**src/ssb_map.svh**
```systemverilog
// Register offsets, field positions, reset values and timing counts of the stop sequencer.
`ifndef SSB_MAP_SVH
`define SSB_MAP_SVH
// Register byte offsets.
`define SSB_CTRL_OFS     12'h000
`define SSB_STOPT_OFS    12'h004
`define SSB_BDLY_OFS     12'h008
`define SSB_LEVEL_OFS    12'h00C
`define SSB_BRAKE_OFS    12'h010
`define SSB_STAT_OFS     12'h014
// Control fields.
`define SSB_METH_LSB     0
`define SSB_BMETH_BIT    4
`define SSB_EXTSS_BIT    5
// Level and brake field positions.
`define SSB_ENDTQ_LSB    0
`define SSB_STEPV_LSB    8
`define SSB_VSTR_LSB     0
`define SSB_DSTR_LSB     8
`define SSB_DCSPD_LSB    16
// Reset values (times in 100 ms units, levels in percent).
`define SSB_METH_RST     3'h4
`define SSB_STOPT_RST    11'h064
`define SSB_BDLY_RST     11'h005
`define SSB_ENDTQ_RST    7'h00
`define SSB_STEPV_RST    7'h64
`define SSB_VSTR_RST     7'h4B
`define SSB_DSTR_RST     7'h0F
`define SSB_DCSPD_RST    7'h1E
`define SSB_TIME_MAX     11'h4B0
// Timing: clock rate, time unit and ramp resolution.
`define SSB_CLK_HZ       125000000
`define SSB_TICK_MS      100
`define SSB_RAMP_STEPS   256
`define SSB_VMIN_PCT     7'h0A
`endif

```
**src/ssb_pkg.sv**
```systemverilog
// Types shared by the stop sequencer.
package ssb_pkg;
    // Sequencer states.
    typedef enum logic [3:0] {
        ST_IDLE, ST_RUN, ST_HANDOVER, ST_TORQ, ST_VOLT, ST_COAST,
        ST_VECT, ST_REVGAP, ST_REV, ST_DC
    } ssb_state_t;
    // Stop method selector codes.
    typedef enum logic [2:0] {
        METH_LIN_TORQ = 3'h1, METH_SQR_TORQ = 3'h2, METH_VOLT = 3'h3,
        METH_COAST = 3'h4, METH_BRAKE = 3'h5
    } ssb_meth_t;
endpackage

```
**src/ssb_stop_seq.sv**
```systemverilog
// Stop and brake sequencer for a thyristor motor starter with an APB register file.
//
// Functional notes
// - Stop begins by thyristor takeover, then method
// - Method codes one to five, reset coast
// - Torque ramps linear or square to end
// - End torque 0-100 percent, reset zero
// - Voltage steps down then ramps to minimum
// - Step-down level 0-100 percent, reset 100
// - Coast removes voltage at once
// - Brake method vector or reverse, reset vector
// - Vector brake above threshold, DC below
// - Run relay on when running, reverse for brake
// - Reverse brake above threshold, DC below
// - Reverse relay held off for braking delay
// - DC brake drives phases two and three
// - DC ends on standstill, timeout or sensor
// - Stop time bounds every non-coast method after takeover
// - Vector strength 0-100 percent, reset 75
// - DC strength 0-100 percent, reset 15
// - DC switch-over speed, reset 30 percent
// - Active jog asserts run command
`timescale 1ns/1ps
`include "ssb_map.svh"

module ssb_stop_seq #(
    parameter int STEP_CYC = `SSB_CLK_HZ / 1000 * `SSB_TICK_MS / `SSB_RAMP_STEPS
) (
    input  wire logic        clk_sys,
    input  wire logic        rst_n,
    input  wire logic        psel,
    input  wire logic        penable,
    input  wire logic        pwrite,
    input  wire logic [11:0] paddr,
    input  wire logic [31:0] pwdata,
    output logic      [31:0] prdata,
    output logic             pready,
    output logic             pslverr,
    input  wire logic        run_req,
    input  wire logic        jog_forward_input,
    input  wire logic        jog_reverse_input,
    input  wire logic        thyr_current_ok,
    input  wire logic        ext_standstill,
    input  wire logic [6:0]  speed_pct,
    input  wire logic [7:0]  torque_pct,
    output logic             run_cmd,
    output logic             bypass_open,
    output logic             thyr_fire,
    output logic      [2:0]  fire_phase,
    output logic      [7:0]  torque_ref,
    output logic      [6:0]  volt_ref,
    output logic      [6:0]  brake_pwr,
    output logic             run_contactor_relay,
    output logic             reverse_contactor_relay,
    output logic             stop_timeout
);
    import ssb_pkg::*;

    // Configuration registers.
    logic [2:0]  meth_q;       // Stop method selector.
    logic        bmeth_q;      // Brake method, one selects phase reversal.
    logic        extss_q;      // External standstill sensor enable.
    logic [10:0] stopt_q;      // Stop time in 100 ms units.
    logic [10:0] bdly_q;       // Reverse braking delay in 100 ms units.
    logic [6:0]  endtq_q;      // End torque in percent.
    logic [6:0]  stepv_q;      // Step-down voltage in percent.
    logic [6:0]  vstr_q;       // Vector braking strength.
    logic [6:0]  dstr_q;       // DC braking strength.
    logic [6:0]  dcspd_q;      // DC switch-over speed.
    // Sequencer state and timers.
    ssb_state_t  state_q;      // Current state.
    ssb_state_t  state_d;      // Next state.
    logic [23:0] step_cnt_q;   // Divider for ramp steps.
    logic        step_en;      // One pulse per ramp step.
    logic [7:0]  sub8_q;       // Steps within one 100 ms tick.
    logic        tick_en;      // One pulse per 100 ms.
    logic [10:0] sub_q;        // Steps within one ramp fraction.
    logic [8:0]  frac_q;       // Remaining fraction of stop time, of 256.
    logic [10:0] gap_q;        // Ticks elapsed in the relay gap.
    logic [7:0]  tq_start_q;   // Torque captured at stop onset.
    logic        timeout;      // Stop time has run out.
    logic        ramping;      // A timed stop method is running.
    // Synchronisers for pins.
    logic [3:0]  pin_m_q;      // First flop stage.
    logic [3:0]  pin_s_q;      // Second flop stage.
    logic        cur_ok_s;     // Thyristor current confirmed.
    logic        ext_ss_s;     // External standstill.
    logic        jog_active;   // Jog command present.
    logic        fast;         // Speed above switch-over threshold.
    logic        standstill;   // Motor stopped.
    // APB decode.
    logic        wr_en;        // Write in access phase.
    logic        mapped;       // Address hits a register.

    // Two flip-flop synchroniser for all asynchronous pins.
    always_ff @(posedge clk_sys)
    begin
        if (!rst_n)
        begin
            pin_m_q <= 4'h0;
            pin_s_q <= 4'h0;
        end
        else
        begin
            pin_m_q <= {jog_reverse_input, jog_forward_input, ext_standstill, thyr_current_ok};
            pin_s_q <= pin_m_q;
        end
    end

    assign cur_ok_s   = pin_s_q[0];
    assign ext_ss_s   = pin_s_q[1];
    assign fast       = speed_pct > dcspd_q;
    assign standstill = (speed_pct == 7'h00) || (extss_q && ext_ss_s);
    assign jog_active = pin_s_q[2] || pin_s_q[3];

    // jog forces run
    // A jog direction outside the permitted set is filtered upstream.
    assign run_cmd = run_req || jog_active;

    // APB slave: zero wait states, error on unmapped addresses.
    assign pready  = 1'b1;
    assign wr_en   = psel && penable && pwrite;
    assign mapped  = (paddr <= `SSB_STAT_OFS) && (paddr[1:0] == 2'h0);
    assign pslverr = psel && penable && !mapped;

    // Register writes; out of range times and levels saturate.
    always_ff @(posedge clk_sys)
    begin
        if (!rst_n)
        begin
            meth_q  <= `SSB_METH_RST;
            bmeth_q <= 1'b0;
            extss_q <= 1'b0;
            stopt_q <= `SSB_STOPT_RST;
            bdly_q  <= `SSB_BDLY_RST;
            endtq_q <= `SSB_ENDTQ_RST;
            stepv_q <= `SSB_STEPV_RST;
            vstr_q  <= `SSB_VSTR_RST;
            dstr_q  <= `SSB_DSTR_RST;
            dcspd_q <= `SSB_DCSPD_RST;
        end
        else if (wr_en)
        begin
            case (paddr)
                `SSB_CTRL_OFS:
                begin
                    // Codes outside one to five are ignored.
                    if (pwdata[2:0] >= 3'h1 && pwdata[2:0] <= 3'h5)
                    begin
                        meth_q <= pwdata[`SSB_METH_LSB +: 3];
                    end
                    bmeth_q <= pwdata[`SSB_BMETH_BIT];
                    extss_q <= pwdata[`SSB_EXTSS_BIT];
                end
                `SSB_STOPT_OFS: stopt_q <= sat_t(pwdata[15:0]);
                `SSB_BDLY_OFS:  bdly_q  <= sat_t(pwdata[15:0]);
                `SSB_LEVEL_OFS:
                begin
                    endtq_q <= sat_p(pwdata[`SSB_ENDTQ_LSB +: 7]);
                    stepv_q <= sat_p(pwdata[`SSB_STEPV_LSB +: 7]);
                end
                `SSB_BRAKE_OFS:
                begin
                    vstr_q  <= sat_p(pwdata[`SSB_VSTR_LSB +: 7]);
                    dstr_q  <= sat_p(pwdata[`SSB_DSTR_LSB +: 7]);
                    dcspd_q <= sat_p(pwdata[`SSB_DCSPD_LSB +: 7]);
                end
                default: ;
            endcase
        end
    end

    // Clamp a time to 120 s.
    function automatic logic [10:0] sat_t(input logic [15:0] v);
        sat_t = (v > {5'h00, `SSB_TIME_MAX}) ? `SSB_TIME_MAX : v[10:0];
    endfunction

    // Clamp a percentage to 100.
    function automatic logic [6:0] sat_p(input logic [6:0] v);
        sat_p = (v > 7'h64) ? 7'h64 : v;
    endfunction

    // Read multiplexer; the status word shows the sequencer state.
    always_comb
    begin
        prdata = 32'h0000_0000;
        case (paddr)
            `SSB_CTRL_OFS:  prdata = {26'h0, extss_q, bmeth_q, 1'b0, meth_q};
            `SSB_STOPT_OFS: prdata = {21'h0, stopt_q};
            `SSB_BDLY_OFS:  prdata = {21'h0, bdly_q};
            `SSB_LEVEL_OFS: prdata = {17'h0, stepv_q, 1'b0, endtq_q};
            `SSB_BRAKE_OFS: prdata = {9'h0, dcspd_q, 1'b0, dstr_q, 1'b0, vstr_q};
            `SSB_STAT_OFS:  prdata = {21'h0, stop_timeout, reverse_contactor_relay,
                                      run_contactor_relay, thyr_fire, 3'h0, state_q};
            default:        prdata = 32'h0000_0000;
        endcase
    end

    // Ramp step and 100 ms tick dividers.
    always_ff @(posedge clk_sys)
    begin
        if (!rst_n)
        begin
            step_cnt_q <= 24'h00_0000;
            sub8_q     <= 8'h00;
        end
        else if (step_en)
        begin
            step_cnt_q <= 24'h00_0000;
            sub8_q     <= sub8_q + 8'h01;
        end
        else
        begin
            step_cnt_q <= step_cnt_q + 24'h00_0001;
        end
    end

    assign step_en = (step_cnt_q == 24'(STEP_CYC - 1));
    assign tick_en = step_en && (sub8_q == 8'hFF);
    assign ramping = (state_q != ST_IDLE) && (state_q != ST_RUN) &&
                     (state_q != ST_HANDOVER) && (state_q != ST_COAST);
    assign timeout = ramping && (frac_q == 9'h000);

    // Stop time fraction: falls from 256 to 0 across the stop time.
    always_ff @(posedge clk_sys)
    begin
        if (!rst_n)
        begin
            frac_q <= 9'h000;
            sub_q  <= 11'h000;
        end
        else if (state_q == ST_HANDOVER)
        begin
            frac_q <= (stopt_q == 11'h000) ? 9'h000 : 9'h100;
            sub_q  <= 11'h000;
        end
        else if (ramping && step_en && frac_q != 9'h000)
        begin
            if (sub_q + 11'h001 >= stopt_q)
            begin
                sub_q  <= 11'h000;
                frac_q <= frac_q - 9'h001;
            end
            else
            begin
                sub_q <= sub_q + 11'h001;
            end
        end
    end

    // Relay gap timer and capture of onset torque.
    always_ff @(posedge clk_sys)
    begin
        if (!rst_n)
        begin
            gap_q      <= 11'h000;
            tq_start_q <= 8'h00;
        end
        else
        begin
            if (state_q != ST_REVGAP)
            begin
                gap_q <= 11'h000;
            end
            // Count one tick past the delay, since the free running tick may come early.
            else if (tick_en && gap_q <= bdly_q)
            begin
                gap_q <= gap_q + 11'h001;
            end
            if (state_q == ST_RUN)
            begin
                tq_start_q <= torque_pct;
            end
        end
    end

    // Next state.
    always_comb
    begin
        state_d = state_q;
        case (state_q)
            ST_IDLE:
                if (run_cmd)
                begin
                    state_d = ST_RUN;
                end
            ST_RUN:
                if (!run_cmd)
                begin
                    state_d = ST_HANDOVER;
                end
            ST_HANDOVER:
                if (meth_q == METH_COAST)
                begin
                    state_d = ST_COAST;
                end
                else if (cur_ok_s)
                begin
                    case (meth_q)
                        METH_LIN_TORQ, METH_SQR_TORQ: state_d = ST_TORQ;
                        METH_VOLT:                    state_d = ST_VOLT;
                        default: state_d = bmeth_q ? ST_REVGAP : ST_VECT;
                    endcase
                end
            ST_COAST: state_d = ST_IDLE;
            ST_VECT:
                if (!fast)
                begin
                    state_d = ST_DC;
                end
            ST_REVGAP:
                if (gap_q > bdly_q)
                begin
                    state_d = ST_REV;
                end
            ST_REV:
                if (!fast)
                begin
                    state_d = ST_DC;
                end
            ST_DC:
                if (standstill)
                begin
                    state_d = ST_IDLE;
                end
            default: state_d = state_q;
        endcase
        if (timeout)
        begin
            state_d = ST_IDLE;
        end
    end

    // State register.
    always_ff @(posedge clk_sys)
    begin
        if (!rst_n)
        begin
            state_q <= ST_IDLE;
        end
        else
        begin
            state_q <= state_d;
        end
    end

    // Ramp arithmetic, linear and square fractions of the span.
    logic [8:0]  frac2;        // Square law fraction.
    logic [7:0]  tq_span;      // Onset minus end torque.
    logic [17:0] tq_prod;      // Span times fraction.
    logic [6:0]  v_span;       // Step-down minus minimum.
    logic [15:0] v_prod;       // Voltage span times fraction.
    logic [17:0] fsq;          // Fraction squared.
    always_comb
    begin
        fsq     = 18'(frac_q * frac_q);
        frac2   = fsq[16:8];
        tq_span = (tq_start_q > {1'b0, endtq_q}) ? tq_start_q - {1'b0, endtq_q} : 8'h00;
        tq_prod = 18'(tq_span * ((meth_q == METH_SQR_TORQ) ? frac2 : frac_q));
        v_span  = (stepv_q > `SSB_VMIN_PCT) ? stepv_q - `SSB_VMIN_PCT : 7'h00;
        v_prod  = 16'(v_span * frac_q);
    end

    // Registered power stage and relay outputs, aligned with state_q.
    always_ff @(posedge clk_sys)
    begin
        if (!rst_n)
        begin
            bypass_open             <= 1'b1;
            thyr_fire               <= 1'b0;
            fire_phase              <= 3'h0;
            torque_ref              <= 8'h00;
            volt_ref                <= 7'h00;
            brake_pwr               <= 7'h00;
            run_contactor_relay     <= 1'b0;
            reverse_contactor_relay <= 1'b0;
        end
        else
        begin
            bypass_open <= (state_d != ST_RUN);
            thyr_fire   <= (state_d != ST_IDLE) && (state_d != ST_RUN) && (state_d != ST_COAST);
            fire_phase  <= 3'h7;
            // run relay during run and handover
            run_contactor_relay     <= (state_d == ST_RUN) || (state_d == ST_HANDOVER);
            reverse_contactor_relay <= (state_d == ST_REV);
            torque_ref <= 8'h00;
            volt_ref   <= 7'h00;
            brake_pwr  <= 7'h00;
            case (state_d)
                ST_TORQ: torque_ref <= {1'b0, endtq_q} + tq_prod[15:8];
                ST_VOLT: volt_ref <= `SSB_VMIN_PCT + v_prod[14:8];
                ST_VECT, ST_REV: brake_pwr <= vstr_q;
                // DC on phases two and three
                ST_DC:
                begin
                    fire_phase <= 3'h6;
                    brake_pwr  <= dstr_q;
                end
                ST_IDLE, ST_RUN, ST_COAST, ST_REVGAP: fire_phase <= 3'h0;
                default: ;
            endcase
        end
    end

    // Sticky timeout indication, cleared when a new run begins.
    always_ff @(posedge clk_sys)
    begin
        if (!rst_n)
        begin
            stop_timeout <= 1'b0;
        end
        else if (timeout)
        begin
            stop_timeout <= 1'b1;
        end
        else if (state_q == ST_RUN)
        begin
            stop_timeout <= 1'b0;
        end
    end
endmodule // ssb_stop_seq

```
**config.mk**
```make
export PLATFORM = sky130hd
export DESIGN_NAME = ssb_stop_seq
export DESIGN_NICKNAME = d
export VERILOG_FILES = /design/src/ssb_pkg.sv /design/src/ssb_stop_seq.sv
export VERILOG_INCLUDE_DIRS = /design/src /design/src/src
export SDC_FILE = /design/constraint.sdc
export NUM_CORES = 1
export LEC_CHECK = 0
export BUFFER_PORTS_ARGS = -buffer_cell sky130_fd_sc_hd__buf_4
export CAP_MARGIN = 20
export CORE_ASPECT_RATIO = 0.5
export CORE_MARGIN = 2
export CORE_UTILIZATION = 47
export CTS_CLUSTER_DIAMETER = 30
export DETAILED_ROUTE_END_ITERATION = 10
export GPL_TIMING_DRIVEN = 0
export PLACE_DENSITY = 0.7
export SLEW_MARGIN = 20
export SYNTH_ARGS = -nofsm -noshare
export SYNTH_HDL_FRONTEND = slang
export SYNTH_SLANG_ARGS = --single-unit
```
**constraint.sdc**
```tcl
create_clock -name clk_sys -period 9.8 [get_ports clk_sys]
set_input_delay 1.47 -clock clk_sys [delete_from_list [all_inputs] [get_ports clk_sys]]
set_output_delay 1.47 -clock clk_sys [all_outputs]
set_load 0.01 [all_outputs]
```
==> results of run 1 <==
## worst register-to-register path, delay by kind of cell (launching register included)
family / cells / cell delay (ns)
AOI/OAI and AO/OA: 11 / 2.03
and+or+nand+nor: 5 / 0.92
DFF: 1 / 0.31
adders and majority gates: 11 / 4.96
xor gates and xnor gates: 3 / 0.50
buffers and inverters: 8 / 0.82
## worst paths after layout
check	startpoint	endpoint	slack, ns	cells after the start
hold / removal	pin_m_q[3]$_SDFF_PN0_	pin_s_q[3]$_SDFF_PN0_	0.43	1
setup reg to reg	frac_q[2]$_SDFFE_PN0P_	torque_ref[7]$_SDFF_PN0_	0.11	38
setup / recovery	frac_q[2]$_SDFFE_PN0P_	torque_ref[7]$_SDFF_PN0_	0.11	38
hold reg to reg	pin_m_q[3]$_SDFF_PN0_	pin_s_q[3]$_SDFF_PN0_	0.43	1
## cell families (layout without fill, tap and decap cells)
logic type	after synthesis	count (layout)	share of synthesized area (%)
and+or+nand+nor	735	735	23.44
buffers and inverters	295	480	7.649
AOI/OAI and AO/OA	294	294	12.96
adders and majority gates	251	251	26.15
DFF	174	174	23.10
xor gates and xnor gates	91	91	5.376
muxes	19	19	1.278
other	2	11	0.04979
## layout make-up
type | count | area share (%)
Multi-Input combinational cell | 1401 | 60.57
Sequential cell | 174 | 19.45
Timing Repair Buffer | 154 | 6.495
Inverter | 215 | 4.602
Tap cell | 432 | 2.994
Buffer | 79 | 2.662
Clock buffer | 22 | 2.516
Clock inverter | 10 | 0.7070
## routing by layer
| layer | track usage [%] | wire (um) | vias to the layer above |
|---|---|---|---|
| met1 | 34.68 | 19160 | 6520 |
| met5 | 0.4167 | 0 | - |
| li1 | - | - | 6607 |
| met4 | 9.079 | 1468 | 0 |
| met2 | 40.76 | 19390 | 472 |
| met3 | 3.607 | 2921 | 104 |
## registers in the layout (all words and copies together) (netlist names), 8 cells and up
register	flops
bdly_q	11
frac_q	9
gap_q	11
step_cnt_q	24
stopt_q	11
sub8_q	8
sub_q	11
torque_ref	8
tq_start_q	8
## where the power goes
group	switching [mW]	leakage (nW)	internal (mW)
combinational	0.347	6.50	0.200
clock	0.300	0.269	0.386
sequential	0.0281	1.41	0.741
## repair_timing
action                     in CTS  in global routing
resized for setup              96                 62
buffers inserted               19                 26
pin swaps                      23                 46
setup endpoints to repair       7                  3
## layout by cell type, fill, tap and decap left out, types with 15 or more instances in the layout
cell,synthesis,layout
sky130_fd_sc_hd__nor4_1,17,16
sky130_fd_sc_hd__buf_4,12,165
sky130_fd_sc_hd__xor2_1,42,40
sky130_fd_sc_hd__nand2_1,208,203
sky130_fd_sc_hd__mux2i_1,17,16
sky130_fd_sc_hd__o211ai_1,19,19
sky130_fd_sc_hd__a21oi_1,93,79
sky130_fd_sc_hd__clkbuf_16,0,19
sky130_fd_sc_hd__nor3_1,45,44
sky130_fd_sc_hd__nor2_1,190,186
sky130_fd_sc_hd__and2_1,49,43
sky130_fd_sc_hd__nor2b_1,18,17
sky130_fd_sc_hd__inv_1,210,203
sky130_fd_sc_hd__o21ai_0,49,46
sky130_fd_sc_hd__or3_1,24,24
sky130_fd_sc_hd__xnor2_1,48,45
sky130_fd_sc_hd__nand4_1,15,15
sky130_fd_sc_hd__a211oi_1,16,15
sky130_fd_sc_hd__and3_1,23,23
sky130_fd_sc_hd__clkbuf_1,66,58
sky130_fd_sc_hd__fa_1,107,105
sky130_fd_sc_hd__ha_1,144,134
sky130_fd_sc_hd__dfxtp_1,174,166
sky130_fd_sc_hd__nand3_1,77,76
## per-stage QoR
step,util (%),TNS [ns]
after floorplan,-,0
after global placement,52.05,-4.723
after detailed placement,52.07,-5.137
after CTS,55.61,0
after global routing,57.02,-0.2984
final,57.02,0
==> results_tabular.tex, run 1 <==
\begin{tabular}{lr}
\hline
Metric & Value \\
\hline
\multicolumn{2}{l}{\textbf{Drt}} \\
First-pass detailed-route iteration total & 5 \\
Vias/cell & 5.510 \\
Routed wire length per instance & 17.27 um \\
Final wirelength & 42940 um \\
Count of antenna-violating nets left after detailed routing & 0 \\
Routed vias & 13703 \\
DR iter-0 viols & 1106 \\
Total DRC errors in the routed layout & 0 \\
\multicolumn{2}{l}{\textbf{STA}} \\
Smallest setup slack after layout & 0.1127 ns \\
Upper clock frequency limit & 103.2 MHz \\
Worst-Margin Slew & 0.9788 ns \\
Unrepaired setup endpoints after global routing & yes \\
Final critical-path share of the clock period & 98.85\% \\
Fin. max-slew vios & 0 \\
Final setup violation count & 0 \\
Hold Vio Cnt, Final & 0 \\
Shortest clock period the worst path allows after layout & 9.687 ns \\
Clock skew after layout & 0.009130 ns \\
Post-Route Hold Slack & 0.4334 ns \\
Worst slew margin relative to its limit & 33.72\% \\
\multicolumn{2}{l}{\textbf{Synth}} \\
Post-Syn Instances & 1861 \\
Leading post-synthesis cells by cell area & sky130\_fd\_sc\_hd\_\_dfxtp\_1 23\%, sky130\_fd\_sc\_hd\_\_fa\_1 14\%, sky130\_fd\_sc\_hd\_\_ha\_1 12\%, sky130\_fd\_sc\_hd\_\_inv\_1 5.2\%, sky130\_fd\_sc\_hd\_\_nand2\_1 5.2\% \\
Top FF cell, synth & sky130\_fd\_sc\_hd\_\_dfxtp\_1 \\
Proportion of synthesized chip area in sequential cells & 23.10\% \\
Unique masters post-synth & 76 \\
Share of flip-flops with an asynchronous set or reset & 0\% \\
Most frequent cell after synthesis & sky130\_fd\_sc\_hd\_\_inv\_1 \\
Syn Std Cell Area & 15080 sq um \\
Number of warnings reported in the yosys synthesis log & 0 \\
Yosys top cell by area & sky130\_fd\_sc\_hd\_\_dfxtp\_1 \\
Post-synth EDFFs & 0 \\
Number of register bits inferred by synthesis & 174 \\
Top cell type's share of synthesized area & 23.10\% \\
Average instance area after synthesis & 8.104 sq um \\
Synth top cells by count & 210 x sky130\_fd\_sc\_hd\_\_inv\_1, 208 x sky130\_fd\_sc\_hd\_\_nand2\_1, 190 x sky130\_fd\_sc\_hd\_\_nor2\_1, 174 x sky130\_fd\_sc\_hd\_\_dfxtp\_1, 144 x sky130\_fd\_sc\_hd\_\_ha\_1 \\
\multicolumn{2}{l}{\textbf{Global route}} \\
Total congestion overflow after global routing & 0 \\
Global router's overall resource usage & 25.18\% \\
Number of antenna violations at the first check in global routing & 1 \\
Vias in the first global route & 12674 \\
First-pass GRT wire length & 66920 um \\
Maximum number of pins on one net before global-route repair & 17 \\
\multicolumn{2}{l}{\textbf{Hold path}} \\
Path category of the worst min-delay check & flop to flop \\
\multicolumn{2}{l}{\textbf{Placed design}} \\
Pre-CTS WS & -1.533 ns \\
Buffers added on ports & 109 \\
Global placement routability congestion & 0.9553 \\
DP HPWL & 32250 um \\
Total placed cells including tap cells & 2411 \\
Placed standard-cell area & 16480 sq um \\
\multicolumn{2}{l}{\textbf{Floorplanning}} \\
Total number of placement rows & 46 \\
IO Pins & 134 \\
Initial core utilization & 47.64\% \\
Floorplan Core Area & 31660 sq um \\
Die width & 257.3 um \\
Vertical die dimension & 130.7 um \\
Area enclosed by the die boundary & 33620 sq um \\
\multicolumn{2}{l}{\textbf{Power and ir drop}} \\
Pwr Total & 2.002 mW \\
VDD IR-drop max & 0.1211 mV \\
Ratio of total power to cell area & 110.9 nW/um\^{}2 \\
Leakage Power & 8.181 nW \\
\multicolumn{2}{l}{\textbf{Critical path}} \\
Critical path data required time & 10.10 ns \\
Most prevalent standard cell on the critical path & sky130\_fd\_sc\_hd\_\_fa\_1 \\
Delay of the slowest cell on the worst path & 0.58 ns \\
Largest delay contributor family on the critical path & adder cells \\
Critical Path Fanout Max & 10 \\
Launching element type of the critical path & flop \\
Kind of end point of the critical path & flop \\
Buffers plus inverters on the worst setup path & 8 \\
Arrival time at the worst endpoint & 9.99 ns \\
Slowest-stage cell, CP & sky130\_fd\_sc\_hd\_\_fa\_2 \\
Crit Path Category & flop to flop \\
\multicolumn{2}{l}{\textbf{Final layout}} \\
Count of filler cells inserted in the layout & 2873 \\
Diodes inserted & 0 \\
Register cell area after layout & 3511 sq um \\
Post-route standard cell area excluding fillers & 18050 sq um \\
Post-route insts no fill & 2487 \\
Area occupied by multi-input gates & 10930 sq um \\
Share of cells above drive strength 1 & 15.82\% \\
Total Nets Final & 2362 \\
Relative area change from synthesis to final layout & 19.69\% \\
\multicolumn{2}{l}{\textbf{Clock tree}} \\
Clk sink count & 174 \\
Clock latency at the later pin of the worst-skew pair & 0.44 ns \\
Max H-tree Level & 4 \\
Clock tree from TritonCTS & yes \\
Clock buffer count from CTS & 17 \\
Clock transition at path regs & 0.07 ns \\
Hold buffers post-CTS & 0 \\
Deepest clock path buffer count & 2 \\
Clock tree root buffer cell & sky130\_fd\_sc\_hd\_\_clkbuf\_16 \\
\multicolumn{2}{l}{\textbf{Run}} \\
Max-cap violations & 0 \\
\multicolumn{2}{l}{\textbf{Run status}} \\
Run status & finished clean \\
\hline
\end{tabular}
Note: power is estimated with default switching activity, not from simulation.
==> run 2: changes to the inputs <==
- ABC_AREA: default -> 1
- SLEW_MARGIN: 20 -> 30
==> run 2 against run 1 <==
Effect of this change:
- wire length increased by 4.5%
- synthesized cell count increased by 21%
- sequential power increased by 4.0%
- clock power increased by 5.2%
- clock-buffer cell count decreased by 2
- setup slack improved by 0.38 ns
- final cell count increased by 15%
- critical path type unchanged
- critical endpoint unchanged
==> results_tabular.tex, run 2 <==
\begin{tabular}{lr}
\hline
Metric & Value \\
\hline
\multicolumn{2}{l}{\textbf{Run status}} \\
Run status & finished clean \\
\multicolumn{2}{l}{\textbf{Clock tree}} \\
Hold buffers post-CTS & 0 \\
Clock tree root buffer cell & sky130\_fd\_sc\_hd\_\_clkbuf\_16 \\
Max H-tree Level & 4 \\
Clock tree from TritonCTS & yes \\
Clock buffer count from CTS & 17 \\
Deepest clock path buffer count & 2 \\
Clock latency at the later pin of the worst-skew pair & 0.43 ns \\
Clk sink count & 174 \\
Clock transition at path regs & 0.07 ns \\
\multicolumn{2}{l}{\textbf{STA}} \\
Clock skew after layout & 0.01238 ns \\
Final critical-path share of the clock period & 94.95\% \\
Fin. max-slew vios & 0 \\
Worst slew margin relative to its limit & 37.95\% \\
Upper clock frequency limit & 107.5 MHz \\
Hold Vio Cnt, Final & 0 \\
Final setup violation count & 0 \\
Smallest setup slack after layout & 0.4945 ns \\
Shortest clock period the worst path allows after layout & 9.305 ns \\
Worst-Margin Slew & 0.9273 ns \\
\multicolumn{2}{l}{\textbf{Critical path}} \\
Arrival time at the worst endpoint & 9.64 ns \\
Critical Path Fanout Max & 10 \\
Kind of end point of the critical path & flop \\
Buffers plus inverters on the worst setup path & 12 \\
Launching element type of the critical path & flop \\
Crit Path Category & flop to flop \\
Delay of the slowest cell on the worst path & 0.56 ns \\
Critical path data required time & 10.13 ns \\
Slowest-stage cell, CP & sky130\_fd\_sc\_hd\_\_fa\_1 \\
Largest delay contributor family on the critical path & adder cells \\
\multicolumn{2}{l}{\textbf{Power and ir drop}} \\
Leakage Power & 9.175 nW \\
VDD IR-drop max & 0.1419 mV \\
Ratio of total power to cell area & 148.9 nW/um\^{}2 \\
\multicolumn{2}{l}{\textbf{Floorplanning}} \\
Total number of placement rows & 47 \\
Area enclosed by the die boundary & 35690 sq um \\
Initial core utilization & 48.08\% \\
IO Pins & 134 \\
Vertical die dimension & 134.6 um \\
Floorplan Core Area & 33340 sq um \\
Die width & 265.2 um \\
\multicolumn{2}{l}{\textbf{Synth}} \\
Syn Std Cell Area & 16030 sq um \\
Share of flip-flops with an asynchronous set or reset & 0\% \\
Yosys top cell by area & sky130\_fd\_sc\_hd\_\_dfxtp\_1 \\
Post-Syn Instances & 2256 \\
Number of register bits inferred by synthesis & 174 \\
Top cell type's share of synthesized area & 21.73\% \\
Top FF cell, synth & sky130\_fd\_sc\_hd\_\_dfxtp\_1 \\
Synth top cells by count & 424 x sky130\_fd\_sc\_hd\_\_nand2\_1, 414 x sky130\_fd\_sc\_hd\_\_inv\_1, 231 x sky130\_fd\_sc\_hd\_\_nor2\_1, 174 x sky130\_fd\_sc\_hd\_\_dfxtp\_1, 162 x sky130\_fd\_sc\_hd\_\_a21oi\_1 \\
Leading post-synthesis cells by cell area & sky130\_fd\_sc\_hd\_\_dfxtp\_1 22\%, sky130\_fd\_sc\_hd\_\_fa\_1 13\%, sky130\_fd\_sc\_hd\_\_ha\_1 11\%, sky130\_fd\_sc\_hd\_\_nand2\_1 9.9\%, sky130\_fd\_sc\_hd\_\_inv\_1 9.7\% \\
Most frequent cell after synthesis & sky130\_fd\_sc\_hd\_\_nand2\_1 \\
Average instance area after synthesis & 7.106 sq um \\
Unique masters post-synth & 67 \\
Proportion of synthesized chip area in sequential cells & 21.73\% \\
Number of warnings reported in the yosys synthesis log & 0 \\
Post-synth EDFFs & 0 \\
\multicolumn{2}{l}{\textbf{Final layout}} \\
Count of filler cells inserted in the layout & 3203 \\
Total Nets Final & 2725 \\
Most common cell after layout, fill and taps aside & sky130\_fd\_sc\_hd\_\_nand2\_1 \\
Share of cells above drive strength 1 & 13.33\% \\
Number of flip-flops in the largest register & 24 \\
Diodes inserted & 0 \\
Post-route standard cell area excluding fillers & 18530 sq um \\
Highest-count cells in the layout ignoring fill and taps & 416 x sky130\_fd\_sc\_hd\_\_nand2\_1, 412 x sky130\_fd\_sc\_hd\_\_inv\_1, 225 x sky130\_fd\_sc\_hd\_\_nor2\_1 \\
Relative area change from synthesis to final layout & 15.56\% \\
Post-route insts no fill & 2857 \\
Largest reg by FF count & step\_cnt\_q \\
\multicolumn{2}{l}{\textbf{Global route}} \\
Total congestion overflow after global routing & 0 \\
Number of antenna violations at the first check in global routing & 0 \\
Global router's overall resource usage & 25.11\% \\
First-pass GRT wire length & 71900 um \\
Maximum number of pins on one net before global-route repair & 17 \\
Vias in the first global route & 14257 \\
\multicolumn{2}{l}{\textbf{Drt}} \\
Count of antenna-violating nets left after detailed routing & 0 \\
Total DRC errors in the routed layout & 0 \\
Routed wire length per instance & 15.71 um \\
First-pass detailed-route iteration total & 6 \\
DR iter-0 viols & 1066 \\
Routed vias & 15088 \\
Vias/cell & 5.281 \\
Final wirelength & 44880 um \\
\multicolumn{2}{l}{\textbf{Hold path}} \\
Path category of the worst min-delay check & flop to flop \\
\multicolumn{2}{l}{\textbf{Placed design}} \\
DP HPWL & 35910 um \\
Total placed cells including tap cells & 2819 \\
Pre-CTS WS & -0.5402 ns \\
Placed standard-cell area & 17470 sq um \\
Global placement routability congestion & 0.9511 \\
Buffers added on ports & 113 \\
\multicolumn{2}{l}{\textbf{Run}} \\
Max-cap violations & 0 \\
\hline
\end{tabular}
## run 2: cell types whose count changed in the layout (fill, tap and decap cells not counted), sizes merged, moves of 46 or more
cell,change
a21oi,+78
and2,-46
inv,+215
nand2,+238
nor2,+53
o21ai,+61
## run 2: layer usage
metal	track usage [%]	up-vias	part of all wire [%]
li1	-	7453	-
met1	33.65	7089	45
met2	42.01	475	46
met3	3.738	71	6.6
met4	8.035	0	2.8
met5	0	-	0
## run 2: final cells by class
type / count / area [sq um] / area share (%)
multi-input combinational: 1594 / 10930 / 59.02
sequential: 174 / 3495 / 18.86
inverter: 438 / 1648 / 8.894
timing repair buffer: 122 / 915.9 / 4.944
tap: 441 / 551.8 / 2.978
clock buffer: 20 / 446.7 / 2.411
buffer: 58 / 372.9 / 2.013
clock inverter: 10 / 162.7 / 0.8780
## run 2: worst paths after layout
kind | start | end | slack (ns) | cells after the start
setup reg to reg | frac_q[6]$_SDFFE_PN0P_ | torque_ref[7]$_SDFF_PN0_ | 0.49 | 47
setup / recovery | frac_q[6]$_SDFFE_PN0P_ | torque_ref[7]$_SDFF_PN0_ | 0.49 | 47
hold reg to reg | pin_m_q[1]$_SDFF_PN0_ | pin_s_q[1]$_SDFF_PN0_ | 0.41 | 2
hold / removal | pin_m_q[1]$_SDFF_PN0_ | pin_s_q[1]$_SDFF_PN0_ | 0.41 | 2
## run 2: kinds of logic (layout without fill, tap and decap cells)
kind of cell	after synthesis	in the layout	synth area share (%)
adder cells (fa/ha/maj)	251	251	24.60
AND/OR/NAND/NOR	929	929	26.15
buffers and inverters	497	648	12.10
other	2	11	0.04684
XOR/XNOR	54	54	2.950
flip-flops	174	174	21.73
AO/OA/AOI/OAI	349	349	12.43
## run 2: metrics by stage
step	hold slack [ns]	TNS (ns)	utilization [%]	power [mW]
4_1_cts	0.4120	0	54.43	2.730
2_1_floorplan	0.3905	0	-	1.682
3_5_place_dp	0.3969	-0.8768	52.38	2.002
3_3_place_gp	0.3986	-0.6749	52.38	1.992
5_1_grt	0.4334	-0.08477	55.56	2.920
6_report	0.4108	0	55.56	2.759
## run 2: what timing repair did
action	CTS	global route
gates resized for setup	25	90
endpoints found under the setup margin	3	5
setup buffers	2	7
endpoints found under the hold margin	0	0
pin swaps	0	12
## run 2: worst reg2reg max path: cells and delay by family (launching register included)
kind / cells / cell delay (ns)
buffers and inverters: 12 / 1.09
AO/OA/AOI/OAI: 5 / 0.65
flip-flops: 1 / 0.38
adder cells (fa/ha/maj): 11 / 5.08
XOR/XNOR: 2 / 0.33
AND/OR/NAND/NOR: 17 / 1.67
## run 2: report_power, final
group	switching, mW	internal, mW
clock	0.291	0.431
sequential	0.0413	0.759
combinational	0.836	0.401
==> run 3: changes to the inputs <==
- PLACE_DENSITY: 0.7 -> 0.67
- clock period: 9.8 -> 11.45 ns (I/O delays scaled with it)
==> run 3 against run 2 <==
Effect of this change:
- wire length down 1.6%
- setup slack better by 0.48 ns
- core utilization down 1.2 points
- clock skew about the same
- register-to-register slack better by 0.48 ns
- global-route usage grew 0.13 points
- die area is the same
- final cell count shrank 0.28%
- flip-flop and latch count stayed put
- clock-buffer cell count grew 1
- non-clock buffer count shrank 8
==> results_tabular.tex, run 3 (synthesized netlist as in run 2, its figures left out) <==
\begin{tabular}{lr}
\hline
Metric & Value \\
\hline
\multicolumn{2}{l}{\textbf{Run status}} \\
Run status & finished clean \\
\multicolumn{2}{l}{\textbf{Drt}} \\
DR iter-0 viols & 1047 \\
Total DRC errors in the routed layout & 0 \\
Routed vias & 14869 \\
Final wirelength & 44170 um \\
Vias/cell & 5.219 \\
Routed wire length per instance & 15.51 um \\
First-pass detailed-route iteration total & 8 \\
Count of antenna-violating nets left after detailed routing & 0 \\
\multicolumn{2}{l}{\textbf{Placed design}} \\
Global placement routability congestion & 0.9722 \\
Placed standard-cell area & 17470 sq um \\
DP HPWL & 36110 um \\
Buffers added on ports & 113 \\
Pre-CTS WS & 1.031 ns \\
\multicolumn{2}{l}{\textbf{STA}} \\
Shortest clock period the worst path allows after layout & 10.47 ns \\
Hold Vio Cnt, Final & 0 \\
Clock skew after layout & 0.01250 ns \\
Upper clock frequency limit & 95.47 MHz \\
Worst slew margin relative to its limit & 40.76\% \\
Setup TNS & 0 ns \\
Final critical-path share of the clock period & 91.48\% \\
Worst-Margin Slew & 0.8818 ns \\
Smallest setup slack after layout & 0.9759 ns \\
Fin. max-slew vios & 0 \\
Final setup violation count & 0 \\
Unrepaired setup endpoints after global routing & no \\
\multicolumn{2}{l}{\textbf{Clock tree}} \\
Setup repair bufs after CTS & 0 \\
Deepest clock path buffer count & 2 \\
Clock tree from TritonCTS & yes \\
Clock tree root buffer cell & sky130\_fd\_sc\_hd\_\_clkbuf\_16 \\
Clock latency at the later pin of the worst-skew pair & 0.44 ns \\
Max H-tree Level & 4 \\
Clk sink count & 174 \\
Clock transition at path regs & 0.07 ns \\
Resize count post-CTS & 0 \\
Hold buffers post-CTS & 0 \\
Clock buffer count from CTS & 17 \\
\multicolumn{2}{l}{\textbf{Floorplanning}} \\
Floorplan Core Area & 33340 sq um \\
IO Pins & 134 \\
Total number of placement rows & 47 \\
Area enclosed by the die boundary & 35690 sq um \\
Initial core utilization & 48.08\% \\
Die width & 265.2 um \\
Vertical die dimension & 134.6 um \\
\multicolumn{2}{l}{\textbf{Final layout}} \\
Diodes inserted & 0 \\
Relative area change from synthesis to final layout & 13.16\% \\
Highest-count cells in the layout ignoring fill and taps & 424 x sky130\_fd\_sc\_hd\_\_nand2\_1, 414 x sky130\_fd\_sc\_hd\_\_inv\_1, 231 x sky130\_fd\_sc\_hd\_\_nor2\_1 \\
Share of cells above drive strength 1 & 10.47\% \\
Fraction of the core area covered by cells at the end of the flow & 54.41\% \\
Post-route standard cell area excluding fillers & 18140 sq um \\
Number of flip-flops in the largest register & 24 \\
Most common cell after layout, fill and taps aside & sky130\_fd\_sc\_hd\_\_nand2\_1 \\
Total Nets Final & 2717 \\
Largest reg by FF count & step\_cnt\_q \\
\multicolumn{2}{l}{\textbf{Critical path}} \\
Critical path data required time & 11.78 ns \\
Slowest-stage cell, CP & sky130\_fd\_sc\_hd\_\_fa\_1 \\
Critical Path Fanout Max & 10 \\
Crit Path Category & flop to flop \\
Kind of end point of the critical path & flop \\
Delay of the slowest cell on the worst path & 0.62 ns \\
Arrival time at the worst endpoint & 10.81 ns \\
Launching element type of the critical path & flop \\
\multicolumn{2}{l}{\textbf{Global route}} \\
Number of antenna violations at the first check in global routing & 0 \\
First-pass GRT wire length & 71730 um \\
Total congestion overflow after global routing & 0 \\
Vias in the first global route & 14123 \\
Global router's overall resource usage & 25.25\% \\
Maximum number of pins on one net before global-route repair & 17 \\
\multicolumn{2}{l}{\textbf{Run}} \\
Max-cap violations & 0 \\
\multicolumn{2}{l}{\textbf{Hold path}} \\
Path category of the worst min-delay check & flop to flop \\
\multicolumn{2}{l}{\textbf{Power and ir drop}} \\
VDD IR-drop max & 0.1456 mV \\
Leakage Power & 9.100 nW \\
Ratio of total power to cell area & 132.3 nW/um\^{}2 \\
\hline
\end{tabular}
-- run 3: through the flow --
step,power (mW),std cells,hold WS [ns]
detailed placement,1.714,2819,0.3947
global placement,1.704,2819,0.3964
CTS,2.397,2849,0.4092
global route,2.545,2849,0.4280
finish,2.400,2849,0.4083
floorplan,1.440,2265,0.3905
-- run 3: metal layers --
metal	GRT usage [%]	wire, um	share of wire (%)	up-vias
li1	-	-	-	7453
met1	33.70	19610	44	6905
met2	41.91	20110	46	451
met3	4.814	3421	7.7	60
met4	7.313	1034	2.3	0
met5	0	0	0	-
-- run 3: final cells by class --
| class | instances | area [sq um] |
|---|---|---|
| timing repair buffer | 113 | 848.3 |
| buffer | 59 | 292.8 |
| clock buffer | 21 | 470.5 |
| fill | 3288 | 15200 |
| tap | 441 | 551.8 |
| clock inverter | 9 | 205.2 |
| inverter | 438 | 1648 |
| sequential | 174 | 3483 |
| multi-input combinational | 1594 | 10640 |
-- run 3: path summary, 6_finish.rpt --
kind / startpoint / end / slack [ns] / cells past startpoint
min: pin_m_q[0]$_SDFF_PN0_ / pin_s_q[0]$_SDFF_PN0_ / 0.41 / 2
min reg2reg: pin_m_q[0]$_SDFF_PN0_ / pin_s_q[0]$_SDFF_PN0_ / 0.41 / 2
max reg2reg: frac_q[1]$_SDFFE_PN0P_ / torque_ref[7]$_SDFF_PN0_ / 0.98 / 47
max: frac_q[1]$_SDFFE_PN0P_ / torque_ref[7]$_SDFF_PN0_ / 0.98 / 47
-- run 3: worst max-delay path: cells and delay by family, from the launching register on --
kind                       cells  cell delay (ns)
AOI/OAI and AO/OA              5             1.29
xor gates and xnor gates       3             0.70
adders and majority gates     11             5.21
buffers and inverters         12             1.34
DFF                            1             0.33
and+or+nand+nor               16             1.50
-- run 3: power by group --
group | leakage [nW] | switching, mW | internal, mW
clock network | 0.326 | 0.254 | 0.426
registers | 1.41 | 0.0348 | 0.648
logic | 7.37 | 0.709 | 0.328
total | 9.10 | 0.998 | 1.40
